==> config.mk <==
export PLATFORM = sky130hd
export DESIGN_NAME = stl_torque_limit
export DESIGN_NICKNAME = d
export VERILOG_FILES = /design/src/stl_pkg.sv /design/src/stl_lim_sel.sv /design/src/stl_torque_limit.sv
export SDC_FILE = /design/constraint.sdc
export NUM_CORES = 1
export LEC_CHECK = 0
export BUFFER_PORTS_ARGS = -buffer_cell sky130_fd_sc_hd__buf_2
export CORE_UTILIZATION = 55
export CTS_BUF_LIST = sky130_fd_sc_hd__clkbuf_2
export CTS_CLUSTER_DIAMETER = 40
export DETAILED_ROUTE_END_ITERATION = 6
export HOLD_SLACK_MARGIN = 0.03
export PLACE_DENSITY_LB_ADDON = 0.3
export SETUP_SLACK_MARGIN = 0.1
export SLEW_MARGIN = 20
export SYNTH_ARGS = -nofsm -noshare
export SYNTH_HDL_FRONTEND = slang
export SYNTH_SLANG_ARGS = --single-unit
==> constraint.sdc <==
create_clock -name pclk -period 6.42 [get_ports pclk]
set_input_delay 0.642 -clock pclk [delete_from_list [all_inputs] [get_ports pclk]]
set_output_delay 0.642 -clock pclk [all_outputs]
set_load 0.03 [all_outputs]
==> src/stl_pkg.sv <==
// Purpose: Shared constants for the torque limit select block
// Assumes: APB with 32-bit data, one aligned word per register
// Notes: Limits are in percent of rated torque
package stl_pkg;

  localparam int unsigned STL_AW = 8;
  localparam logic [STL_AW-1:0] STL_CTRL_OFS = 8'h00;
  localparam logic [STL_AW-1:0] STL_FWD_INT_OFS = 8'h04;
  localparam logic [STL_AW-1:0] STL_REV_INT_OFS = 8'h08;
  localparam logic [STL_AW-1:0] STL_FWD_EXT_OFS = 8'h0C;
  localparam logic [STL_AW-1:0] STL_REV_EXT_OFS = 8'h10;
  localparam logic [STL_AW-1:0] STL_MAX_TRQ_OFS = 8'h14;
  localparam logic [STL_AW-1:0] STL_STATUS_OFS = 8'h18;
  localparam logic [STL_AW-1:0] STL_MTURN_OFS = 8'h1C;
  localparam logic [STL_AW-1:0] STL_IRQ_STAT_OFS = 8'h20;
  localparam logic [STL_AW-1:0] STL_IRQ_MASK_OFS = 8'h24;
  localparam logic [STL_AW-1:0] STL_WRAP_OFS = 8'h28;

  // Control register fields
  localparam int unsigned STL_CTRL_IN_FWD_BIT = 0;
  localparam int unsigned STL_CTRL_IN_REV_BIT = 1;
  localparam int unsigned STL_CTRL_OUT_FLAG_BIT = 2;
  localparam int unsigned STL_CTRL_ENC_SEL_BIT = 3;
  localparam int unsigned STL_CTRL_RESTART_BIT = 4;

  // Interrupt status fields
  localparam int unsigned STL_IRQ_LIM_BIT = 0;
  localparam int unsigned STL_IRQ_WRAP_FWD_BIT = 1;
  localparam int unsigned STL_IRQ_WRAP_REV_BIT = 2;
  localparam int unsigned STL_IRQ_W = 3;

  localparam int unsigned STL_LIM_W = 10;
  localparam logic [STL_LIM_W-1:0] STL_LIM_MAX = 10'h320;
  localparam logic [STL_LIM_W-1:0] STL_INT_RST = 10'h320;
  localparam logic [STL_LIM_W-1:0] STL_EXT_RST = 10'h064;
  localparam logic [STL_LIM_W-1:0] STL_MAX_TRQ_RST = 10'h12C;
  localparam logic [15:0] STL_WRAP_RST = 16'hFFFF;
  localparam logic [15:0] STL_MTURN_RST = 16'h0000;

  typedef enum logic [0:0] {
    STL_ENC_ABS = 1'b0,
    STL_ENC_INC = 1'b1
  } stl_enc_e;

endpackage : stl_pkg

==> src/stl_lim_sel.sv <==
// Purpose: Effective torque limit for one direction
// Assumes: All limits unsigned percent of rated torque
// Notes: Pure combinational, one instance per direction
`timescale 1ns/1ns
module stl_lim_sel
  import stl_pkg::*;
(
  input wire logic [STL_LIM_W-1:0] int_lim,
  input wire logic [STL_LIM_W-1:0] ext_lim,
  input wire logic ext_req,
  input wire logic [STL_LIM_W-1:0] max_trq,
  output logic [STL_LIM_W-1:0] eff_lim
);
  logic [STL_LIM_W-1:0] sel;

  always_comb begin
    if (ext_req && (ext_lim < int_lim)) begin
      sel = ext_lim;
    end else begin
      sel = int_lim;
    end
    eff_lim = (sel > max_trq) ? max_trq : sel;
  end
endmodule // stl_lim_sel

==> src/stl_torque_limit.sv <==
// Purpose: Torque limit select, limit flag and multiturn counter
// Assumes: Commands and step pulses come from logic on pclk
// Notes: Limit request pins are asynchronous and synchronised here
//
// Added by the designer: register access over APB and the register addresses.
`timescale 1ns/1ns
module stl_torque_limit
  import stl_pkg::*;
(
  input wire logic pclk,
  input wire logic presetn,
  input wire logic clk_en,
  input wire logic psel,
  input wire logic penable,
  input wire logic pwrite,
  input wire logic [STL_AW-1:0] paddr,
  input wire logic [31:0] pwdata,
  output logic [31:0] prdata,
  output logic pready,
  output logic pslverr,
  output logic irq,
  input wire logic fwd_ext_limit_req,
  input wire logic rev_ext_limit_req,
  input wire logic signed [15:0] trq_cmd,
  input wire logic trq_cmd_valid,
  output logic signed [15:0] trq_out,
  output logic torque_limited_flag,
  input wire logic mturn_fwd_step,
  input wire logic mturn_rev_step,
  output logic signed [15:0] mturn_count,
  output logic enc_incremental
);

  typedef struct packed {
    logic pready;
    logic pslverr;
    logic [31:0] prdata;
    logic [STL_LIM_W-1:0] fwd_int_limit_pct;
    logic [STL_LIM_W-1:0] rev_int_limit_pct;
    logic [STL_LIM_W-1:0] fwd_ext_limit_pct;
    logic [STL_LIM_W-1:0] rev_ext_limit_pct;
    logic [STL_LIM_W-1:0] max_trq_pct;
    logic in_alloc_fwd;
    logic in_alloc_rev;
    logic out_alloc_flag;
    logic encoder_usage_sel;
    stl_enc_e enc_mode;
    logic [15:0] multiturn_wrap_limit;
    logic [15:0] mturn;
    logic [STL_IRQ_W-1:0] irq_stat;
    logic [STL_IRQ_W-1:0] irq_mask;
    logic irq;
    logic flag;
    logic limiting;
    logic [15:0] trq_out;
    logic fwd_s1;
    logic fwd_s2;
    logic rev_s1;
    logic rev_s2;
  } stl_state_s;

  stl_state_s st_ff;
  stl_state_s nxt_st;
  logic [STL_LIM_W-1:0] fwd_lim;
  logic [STL_LIM_W-1:0] rev_lim;
  logic fwd_req;
  logic rev_req;

  // Unallocated inputs read as open
  assign fwd_req = st_ff.fwd_s2 & st_ff.in_alloc_fwd;
  assign rev_req = st_ff.rev_s2 & st_ff.in_alloc_rev;

  stl_lim_sel u_fwd_sel (
    .int_lim(st_ff.fwd_int_limit_pct),
    .ext_lim(st_ff.fwd_ext_limit_pct),
    .ext_req(fwd_req),
    .max_trq(st_ff.max_trq_pct),
    .eff_lim(fwd_lim)
  );

  stl_lim_sel u_rev_sel (
    .int_lim(st_ff.rev_int_limit_pct),
    .ext_lim(st_ff.rev_ext_limit_pct),
    .ext_req(rev_req),
    .max_trq(st_ff.max_trq_pct),
    .eff_lim(rev_lim)
  );

  always_comb begin
    logic acc_start;
    logic acc_done;
    logic wr;
    logic rd;
    logic map_hit;
    logic val_ok;
    logic [31:0] rdat;
    logic signed [16:0] fwd_bound;
    logic signed [16:0] rev_bound;
    logic signed [16:0] cmd_x;
    logic [15:0] new_trq;
    logic clip;
    logic hold;
    logic [STL_IRQ_W-1:0] ev;
    logic wrap_std;
    acc_start = 1'b0;
    acc_done = 1'b0;
    wr = 1'b0;
    rd = 1'b0;
    map_hit = 1'b0;
    val_ok = 1'b0;
    rdat = 32'h0000_0000;
    fwd_bound = 17'sh00000;
    rev_bound = 17'sh00000;
    cmd_x = 17'sh00000;
    new_trq = 16'h0000;
    clip = 1'b0;
    hold = 1'b0;
    ev = '0;
    wrap_std = 1'b0;
    nxt_st = st_ff;

    // Pins are asynchronous to pclk
    // Only the second stage feeds logic
    nxt_st.fwd_s1 = fwd_ext_limit_req;
    nxt_st.fwd_s2 = st_ff.fwd_s1;
    nxt_st.rev_s1 = rev_ext_limit_req;
    nxt_st.rev_s2 = st_ff.rev_s1;

    // APB: one wait state, pready from a flop
    // Wait state gives the read mux a full cycle
    acc_start = psel & penable & ~st_ff.pready;
    acc_done = psel & penable & st_ff.pready;
    wr = acc_done & pwrite;
    rd = acc_done & ~pwrite;
    val_ok = (pwdata[31:STL_LIM_W] == '0) && (pwdata[STL_LIM_W-1:0] <= STL_LIM_MAX);

    case (paddr)
      STL_CTRL_OFS: begin
        map_hit = 1'b1;
        rdat[STL_CTRL_IN_FWD_BIT] = st_ff.in_alloc_fwd;
        rdat[STL_CTRL_IN_REV_BIT] = st_ff.in_alloc_rev;
        rdat[STL_CTRL_OUT_FLAG_BIT] = st_ff.out_alloc_flag;
        rdat[STL_CTRL_ENC_SEL_BIT] = st_ff.encoder_usage_sel;
      end
      STL_FWD_INT_OFS: begin
        map_hit = 1'b1;
        rdat[STL_LIM_W-1:0] = st_ff.fwd_int_limit_pct;
      end
      STL_REV_INT_OFS: begin
        map_hit = 1'b1;
        rdat[STL_LIM_W-1:0] = st_ff.rev_int_limit_pct;
      end
      STL_FWD_EXT_OFS: begin
        map_hit = 1'b1;
        rdat[STL_LIM_W-1:0] = st_ff.fwd_ext_limit_pct;
      end
      STL_REV_EXT_OFS: begin
        map_hit = 1'b1;
        rdat[STL_LIM_W-1:0] = st_ff.rev_ext_limit_pct;
      end
      STL_MAX_TRQ_OFS: begin
        map_hit = 1'b1;
        rdat[STL_LIM_W-1:0] = st_ff.max_trq_pct;
      end
      STL_STATUS_OFS: begin
        map_hit = 1'b1;
        rdat[0] = st_ff.flag;
        rdat[1] = fwd_req;
        rdat[2] = rev_req;
        rdat[3] = st_ff.enc_mode;
        rdat[25:16] = fwd_lim;
        rdat[9+4:4] = rev_lim;
      end
      STL_MTURN_OFS: begin
        map_hit = 1'b1;
        rdat[15:0] = st_ff.mturn;
      end
      STL_IRQ_STAT_OFS: begin
        map_hit = 1'b1;
        rdat[STL_IRQ_W-1:0] = st_ff.irq_stat;
      end
      STL_IRQ_MASK_OFS: begin
        map_hit = 1'b1;
        rdat[STL_IRQ_W-1:0] = st_ff.irq_mask;
      end
      STL_WRAP_OFS: begin
        map_hit = 1'b1;
        rdat[15:0] = st_ff.multiturn_wrap_limit;
      end
      default: begin
        map_hit = 1'b0;
      end
    endcase

    nxt_st.pready = acc_start;
    if (acc_start) begin
      nxt_st.prdata = pwrite ? 32'h0000_0000 : rdat;
      nxt_st.pslverr = ~map_hit;
      if (pwrite) begin
        case (paddr)
          STL_FWD_INT_OFS, STL_REV_INT_OFS, STL_FWD_EXT_OFS, STL_REV_EXT_OFS,
          STL_MAX_TRQ_OFS: begin
            nxt_st.pslverr = ~val_ok;
          end
          STL_STATUS_OFS, STL_MTURN_OFS, STL_IRQ_STAT_OFS: begin
            nxt_st.pslverr = 1'b1;
          end
          default: begin
            nxt_st.pslverr = ~map_hit;
          end
        endcase
      end
    end else if (acc_done) begin
      nxt_st.prdata = 32'h0000_0000;
      nxt_st.pslverr = 1'b0;
    end

    // Settings land at the completing edge and act at once, except encoder select, which waits for restart
    // Refused writes leave every setting untouched
    if (wr && !st_ff.pslverr) begin
      case (paddr)
        STL_CTRL_OFS: begin
          nxt_st.in_alloc_fwd = pwdata[STL_CTRL_IN_FWD_BIT];
          nxt_st.in_alloc_rev = pwdata[STL_CTRL_IN_REV_BIT];
          nxt_st.out_alloc_flag = pwdata[STL_CTRL_OUT_FLAG_BIT];
          nxt_st.encoder_usage_sel = pwdata[STL_CTRL_ENC_SEL_BIT];
          if (pwdata[STL_CTRL_RESTART_BIT]) begin
            nxt_st.enc_mode = stl_enc_e'(pwdata[STL_CTRL_ENC_SEL_BIT]);
            nxt_st.mturn = STL_MTURN_RST;
          end
        end
        STL_FWD_INT_OFS: nxt_st.fwd_int_limit_pct = pwdata[STL_LIM_W-1:0];
        STL_REV_INT_OFS: nxt_st.rev_int_limit_pct = pwdata[STL_LIM_W-1:0];
        STL_FWD_EXT_OFS: nxt_st.fwd_ext_limit_pct = pwdata[STL_LIM_W-1:0];
        STL_REV_EXT_OFS: nxt_st.rev_ext_limit_pct = pwdata[STL_LIM_W-1:0];
        STL_MAX_TRQ_OFS: nxt_st.max_trq_pct = pwdata[STL_LIM_W-1:0];
        STL_IRQ_MASK_OFS: nxt_st.irq_mask = pwdata[STL_IRQ_W-1:0];
        STL_WRAP_OFS: nxt_st.multiturn_wrap_limit = pwdata[15:0];
        default: begin
          nxt_st.irq_mask = st_ff.irq_mask;
        end
      endcase
    end

    // Clip the command against the limit for its sign
    if (trq_cmd_valid) begin
      // Reverse bound is the reverse limit negated
      fwd_bound = $signed({7'h00, fwd_lim});
      rev_bound = -$signed({7'h00, rev_lim});
      cmd_x = 17'(trq_cmd);
      if (cmd_x > fwd_bound) begin
        new_trq = fwd_bound[15:0];
        clip = 1'b1;
      end else if (cmd_x < rev_bound) begin
        new_trq = rev_bound[15:0];
        clip = 1'b1;
      end else begin
        new_trq = trq_cmd;
      end
      nxt_st.trq_out = new_trq;
      nxt_st.limiting = clip;
      // Flag leaves with the clipped sample, never a cycle late
      nxt_st.flag = clip & st_ff.out_alloc_flag;
    end else begin
      nxt_st.flag = st_ff.limiting & st_ff.out_alloc_flag;
    end
    ev[STL_IRQ_LIM_BIT] = nxt_st.flag & ~st_ff.flag;

    // Incremental use keeps no turn count
    // Opposite steps in one cycle cancel
    wrap_std = (st_ff.multiturn_wrap_limit == STL_WRAP_RST);
    hold = (st_ff.enc_mode == STL_ENC_INC) | (mturn_fwd_step == mturn_rev_step);
    if (!hold && mturn_fwd_step) begin
      if (wrap_std) begin
        nxt_st.mturn = st_ff.mturn + 16'h0001;
        ev[STL_IRQ_WRAP_FWD_BIT] = (st_ff.mturn == 16'h7FFF);
      end else if (st_ff.mturn >= st_ff.multiturn_wrap_limit) begin
        nxt_st.mturn = 16'h0000;
        ev[STL_IRQ_WRAP_FWD_BIT] = 1'b1;
      end else begin
        nxt_st.mturn = st_ff.mturn + 16'h0001;
      end
    end else if (!hold && mturn_rev_step) begin
      if (wrap_std) begin
        nxt_st.mturn = st_ff.mturn - 16'h0001;
        ev[STL_IRQ_WRAP_REV_BIT] = (st_ff.mturn == 16'h8000);
      end else if (st_ff.mturn == 16'h0000 || st_ff.mturn > st_ff.multiturn_wrap_limit) begin
        nxt_st.mturn = st_ff.multiturn_wrap_limit;
        ev[STL_IRQ_WRAP_REV_BIT] = 1'b1;
      end else begin
        nxt_st.mturn = st_ff.mturn - 16'h0001;
      end
    end

    // Clear only bits the read reported; a new event wins
    if (rd && paddr == STL_IRQ_STAT_OFS) begin
      nxt_st.irq_stat = (st_ff.irq_stat & ~st_ff.prdata[STL_IRQ_W-1:0]) | ev;
    end else begin
      nxt_st.irq_stat = st_ff.irq_stat | ev;
    end
    nxt_st.irq = |(nxt_st.irq_stat & st_ff.irq_mask);
  end

  // Clock enable low freezes every field
  always_ff @(posedge pclk or negedge presetn) begin
    if (!presetn) begin
      st_ff <= '0;
      st_ff.fwd_int_limit_pct <= STL_INT_RST;
      st_ff.rev_int_limit_pct <= STL_INT_RST;
      st_ff.fwd_ext_limit_pct <= STL_EXT_RST;
      st_ff.rev_ext_limit_pct <= STL_EXT_RST;
      st_ff.max_trq_pct <= STL_MAX_TRQ_RST;
      st_ff.enc_mode <= STL_ENC_ABS;
      st_ff.multiturn_wrap_limit <= STL_WRAP_RST;
      st_ff.mturn <= STL_MTURN_RST;
    end else if (clk_en) begin
      st_ff <= nxt_st;
    end
  end

  assign prdata = st_ff.prdata;
  assign pready = st_ff.pready;
  assign pslverr = st_ff.pslverr;
  assign irq = st_ff.irq;
  assign trq_out = st_ff.trq_out;
  assign torque_limited_flag = st_ff.flag;
  assign mturn_count = st_ff.mturn;
  assign enc_incremental = st_ff.enc_mode;

endmodule // stl_torque_limit

==> flow_metrics.env <==
export IMPL_via_count=10500
export IMPL_fin_nets=1486
export IMPL_start_util=0.568
export IMPL_cts_num_sinks=144
export IMPL_ir_drop_mv=0.132
export IMPL_fin_skew_ns=0.0186
export IMPL_area_growth_pct=13.9
export IMPL_p_per_area_nw_per_um2=194
export IMPL_fmax_ghz=0.159
export IMPL_cp_end_kind="flip-flop"
export IMPL_layout_commonest_cell="nand2_1"
export IMPL_rrSetupSlack_ns=0.13
export IMPL_core_area_um2=18900
export IMPL_cts_tree="yes"
export IMPL_critical_path_required_ns=7.12
export IMPL_slew_violations=0
export IMPL_ys_warnings_count=0
export IMPL_status="finished, violations left"
export IMPL_drive_gt1_frac=0.300
export IMPL_min_path_cells=3
export IMPL_grt_max_degree=80
export IMPL_clock_latency_ns=0.77
export IMPL_wire_per_inst_um=22.4
export IMPL_fp_dieW_um=142
export IMPL_num_fill_cells=1638
export IMPL_synth_xor_area_frac=0.0155
export IMPL_tightest_slew_ns=1.16
export IMPL_violations="DRC"
export IMPL_start_kind="flip-flop"
export IMPL_antenna_left=0
export IMPL_crit_slowest_cell="dfstp_2"
export IMPL_synth_area_leaders="dfrtp_1 (26%), ha_1 (9.7%), dfstp_2 (7.8%)"
export IMPL_leakagePower_nw=5.76
export IMPL_r2r_cells=29
export IMPL_r2r_end="trq_out[6]"
export IMPL_rsz0062_at_grt="yes"
export IMPL_root_buffer="clkbuf_2"
export IMPL_row_count=50
export IMPL_synth_edf_count=0
export IMPL_place_gp_congestion=0.975
export IMPL_cts_buffer_depth=2
export IMPL_first_iter_violations=1291
export IMPL_syn_area_um2=10700
export IMPL_grt_ovfl_total=0
export IMPL_synthMuxAreaShare=0.0665
export IMPL_ys_ff_latch=144
export IMPL_mostFrequentLayoutCells="nand2_1 (133), buf_2 (129), dfrtp_1 (112)"
export IMPL_io_buffers=129
export IMPL_max_cap_violations=0
export IMPL_total_power_mw=2.37
export IMPL_drc=8
export IMPL_critPathBufInv=3
export IMPL_synth_ff_type="dfrtp_1"
export IMPL_h_tree_depth=4
export IMPL_stdcell_count=1610
export IMPL_vias_per_cell=6.50
export IMPL_hold_class="primary input to flip-flop"
export IMPL_fin_setup_tns_ns=0
export IMPL_synth_cell_type_count=75
export IMPL_critical_path_top_delay_family="simple AND/OR/NAND/NOR gates"
export IMPL_die_area_um2=20100
export IMPL_synthAdderAreaFrac=0.0968
export IMPL_seqCellArea_um2=3640
export IMPL_hold_violations=0
export IMPL_critPathArrivalTime_ns=6.99
export IMPL_async_reset_ff_frac=1.00
export IMPL_synth_top_area_share=0.261
export IMPL_holdCritStartpoint="pwdata[11]"
export IMPL_pin_count=136
export IMPL_worstSetupPathType="flip-flop to flip-flop"
export IMPL_grt_pass1_wl_mm=54.9
export IMPL_multi_input_area_um2=6420
export IMPL_timing_rr_start="st_ff[105]"
export IMPL_dpl_cell_count=1565
export IMPL_numCtsBuffers=17
export IMPL_fin_ws_ns=0.132
export IMPL_wl_mm=36.1
export IMPL_grt_pass1_vias=9812
export IMPL_synthCells=1222
export IMPL_synth_avg_cell_area_um2=8.78
export IMPL_synth_compound_area_frac=0.211
export IMPL_fin_crit_sh=0.979
export IMPL_whs_endpoint="st_ff[56]"
export IMPL_cpPeakStageDelay_ns=0.60
export IMPL_synth_top_family_by_area="compound AO/OA/AOI/OAI gates"
export IMPL_die_h_um=142
export IMPL_grt_util_all_layers=0.364
export IMPL_ys_seq_area_frac=0.340
export IMPL_hpwl_mm=27.1
export IMPL_clk_pin_slew_worst_paths_ns=0.23
export IMPL_dpl_worst_slack_ns=-0.122
export IMPL_synthSimpleGateAreaFrac=0.173
export IMPL_antenna_found_initial=1
export IMPL_crit_path_max_fanout=5
export IMPL_utilization=0.647
export IMPL_finalSetupViolations=0
export IMPL_yosysTopAreaCell="dfrtp_1"
export IMPL_max_slew_margin_rel=0.222
export IMPL_period_minus_slack_ns=6.29
export IMPL_firstDrtPassIters=7
kinds of logic after synthesis:
kind of cell / count (synthesis)
simple gates: 370
compound gates: 340
buf+inv: 201
flops: 144
fa+ha+maj: 83
mux: 64
xor+xnor: 19
other cells: 1
registers in the layout, summed over array words and instances, names as in the netlist, 2 cells and up:
signal,flops
trq_out,16
mturn_count,16
st_ff,79
prdata,26
nxt_st,2
cell type report:
cell class              count  share of cell area
repair buffers            208               0.104
multi-input cells         885               0.525
inverters                  80              0.0246
diodes                      1            0.000205
flip-flops and latches    144               0.298
clock buffers              19             0.00778
clock inverters            13              0.0132
well taps                 260              0.0266
metrics by stage:
stage	hold slack (ns)	instance area (µm²)
3_5_place_dp	0.465	11600
3_3_place_gp	0.454	11600
4_1_cts	0.0513	12000
5_1_grt	0.0305	12200
2_1_floorplan	0.346	10900
6_report	0.0709	12200
where the power goes:
part | leakage (nW) | total (mW) | internal [mW] | switching (mW)
logic | 3.88 | 0.645 | 0.247 | 0.398
registers | 1.73 | 1.13 | 0.970 | 0.159
clock network | 0.147 | 0.592 | 0.221 | 0.371
tightest hold or removal path, cell delays in order:
cell and delay [ns]:
buf_2 0.11, nand2_1 0.04, o21ai_0 0.07
cell usage after synthesis, types with 12 or more instances:
cell type	instances
nand3_1	48
o21ai_0	122
buf_4	64
nand4_1	24
nor2_1	43
a21oi_1	49
o21a_1	13
dfrtp_1	112
nor3_1	34
dfstp_2	32
a22oi_1	12
a222oi_1	13
xnor2_1	12
nand2_1	134
inv_1	80
ha_1	83
mux2_2	58
a22o_1	18
nor4_1	17
o211ai_1	23
clkbuf_1	43
layer usage:
| metal | wire length (µm) | track usage |
|---|---|---|
| met1 | 15400 | 0.513 |
| met2 | 15100 | 0.538 |
| met3 | 4200 | 0.0871 |
| met4 | 1410 | 0.146 |
| met5 | 0 | 0 |
how the worst max path moves through the flow:
stage | to | start | depth (start not counted)
after floorplan | trq_out[7] | st_ff[104] | 31
after global placement | trq_out[6] | st_ff[101] | 29
after detailed placement | trq_out[9] | st_ff[101] | 27
after CTS | trq_out[9] | st_ff[105] | 32
after global routing | trq_out[5] | st_ff[104] | 32
final | trq_out[6] | st_ff[105] | 29
repair_timing:
item / in CTS / in global routing
gates resized for setup: 21 / 37
endpoints found under the hold margin: 53 / 0
endpoints found under the setup margin: 20 / 20
gates cloned: 1 / 3
hold buffers: 1 / 0
buffers inserted: 1 / 6
pin swaps: 13 / 28
No activity file was read; power rests on OpenSTA's default activity.
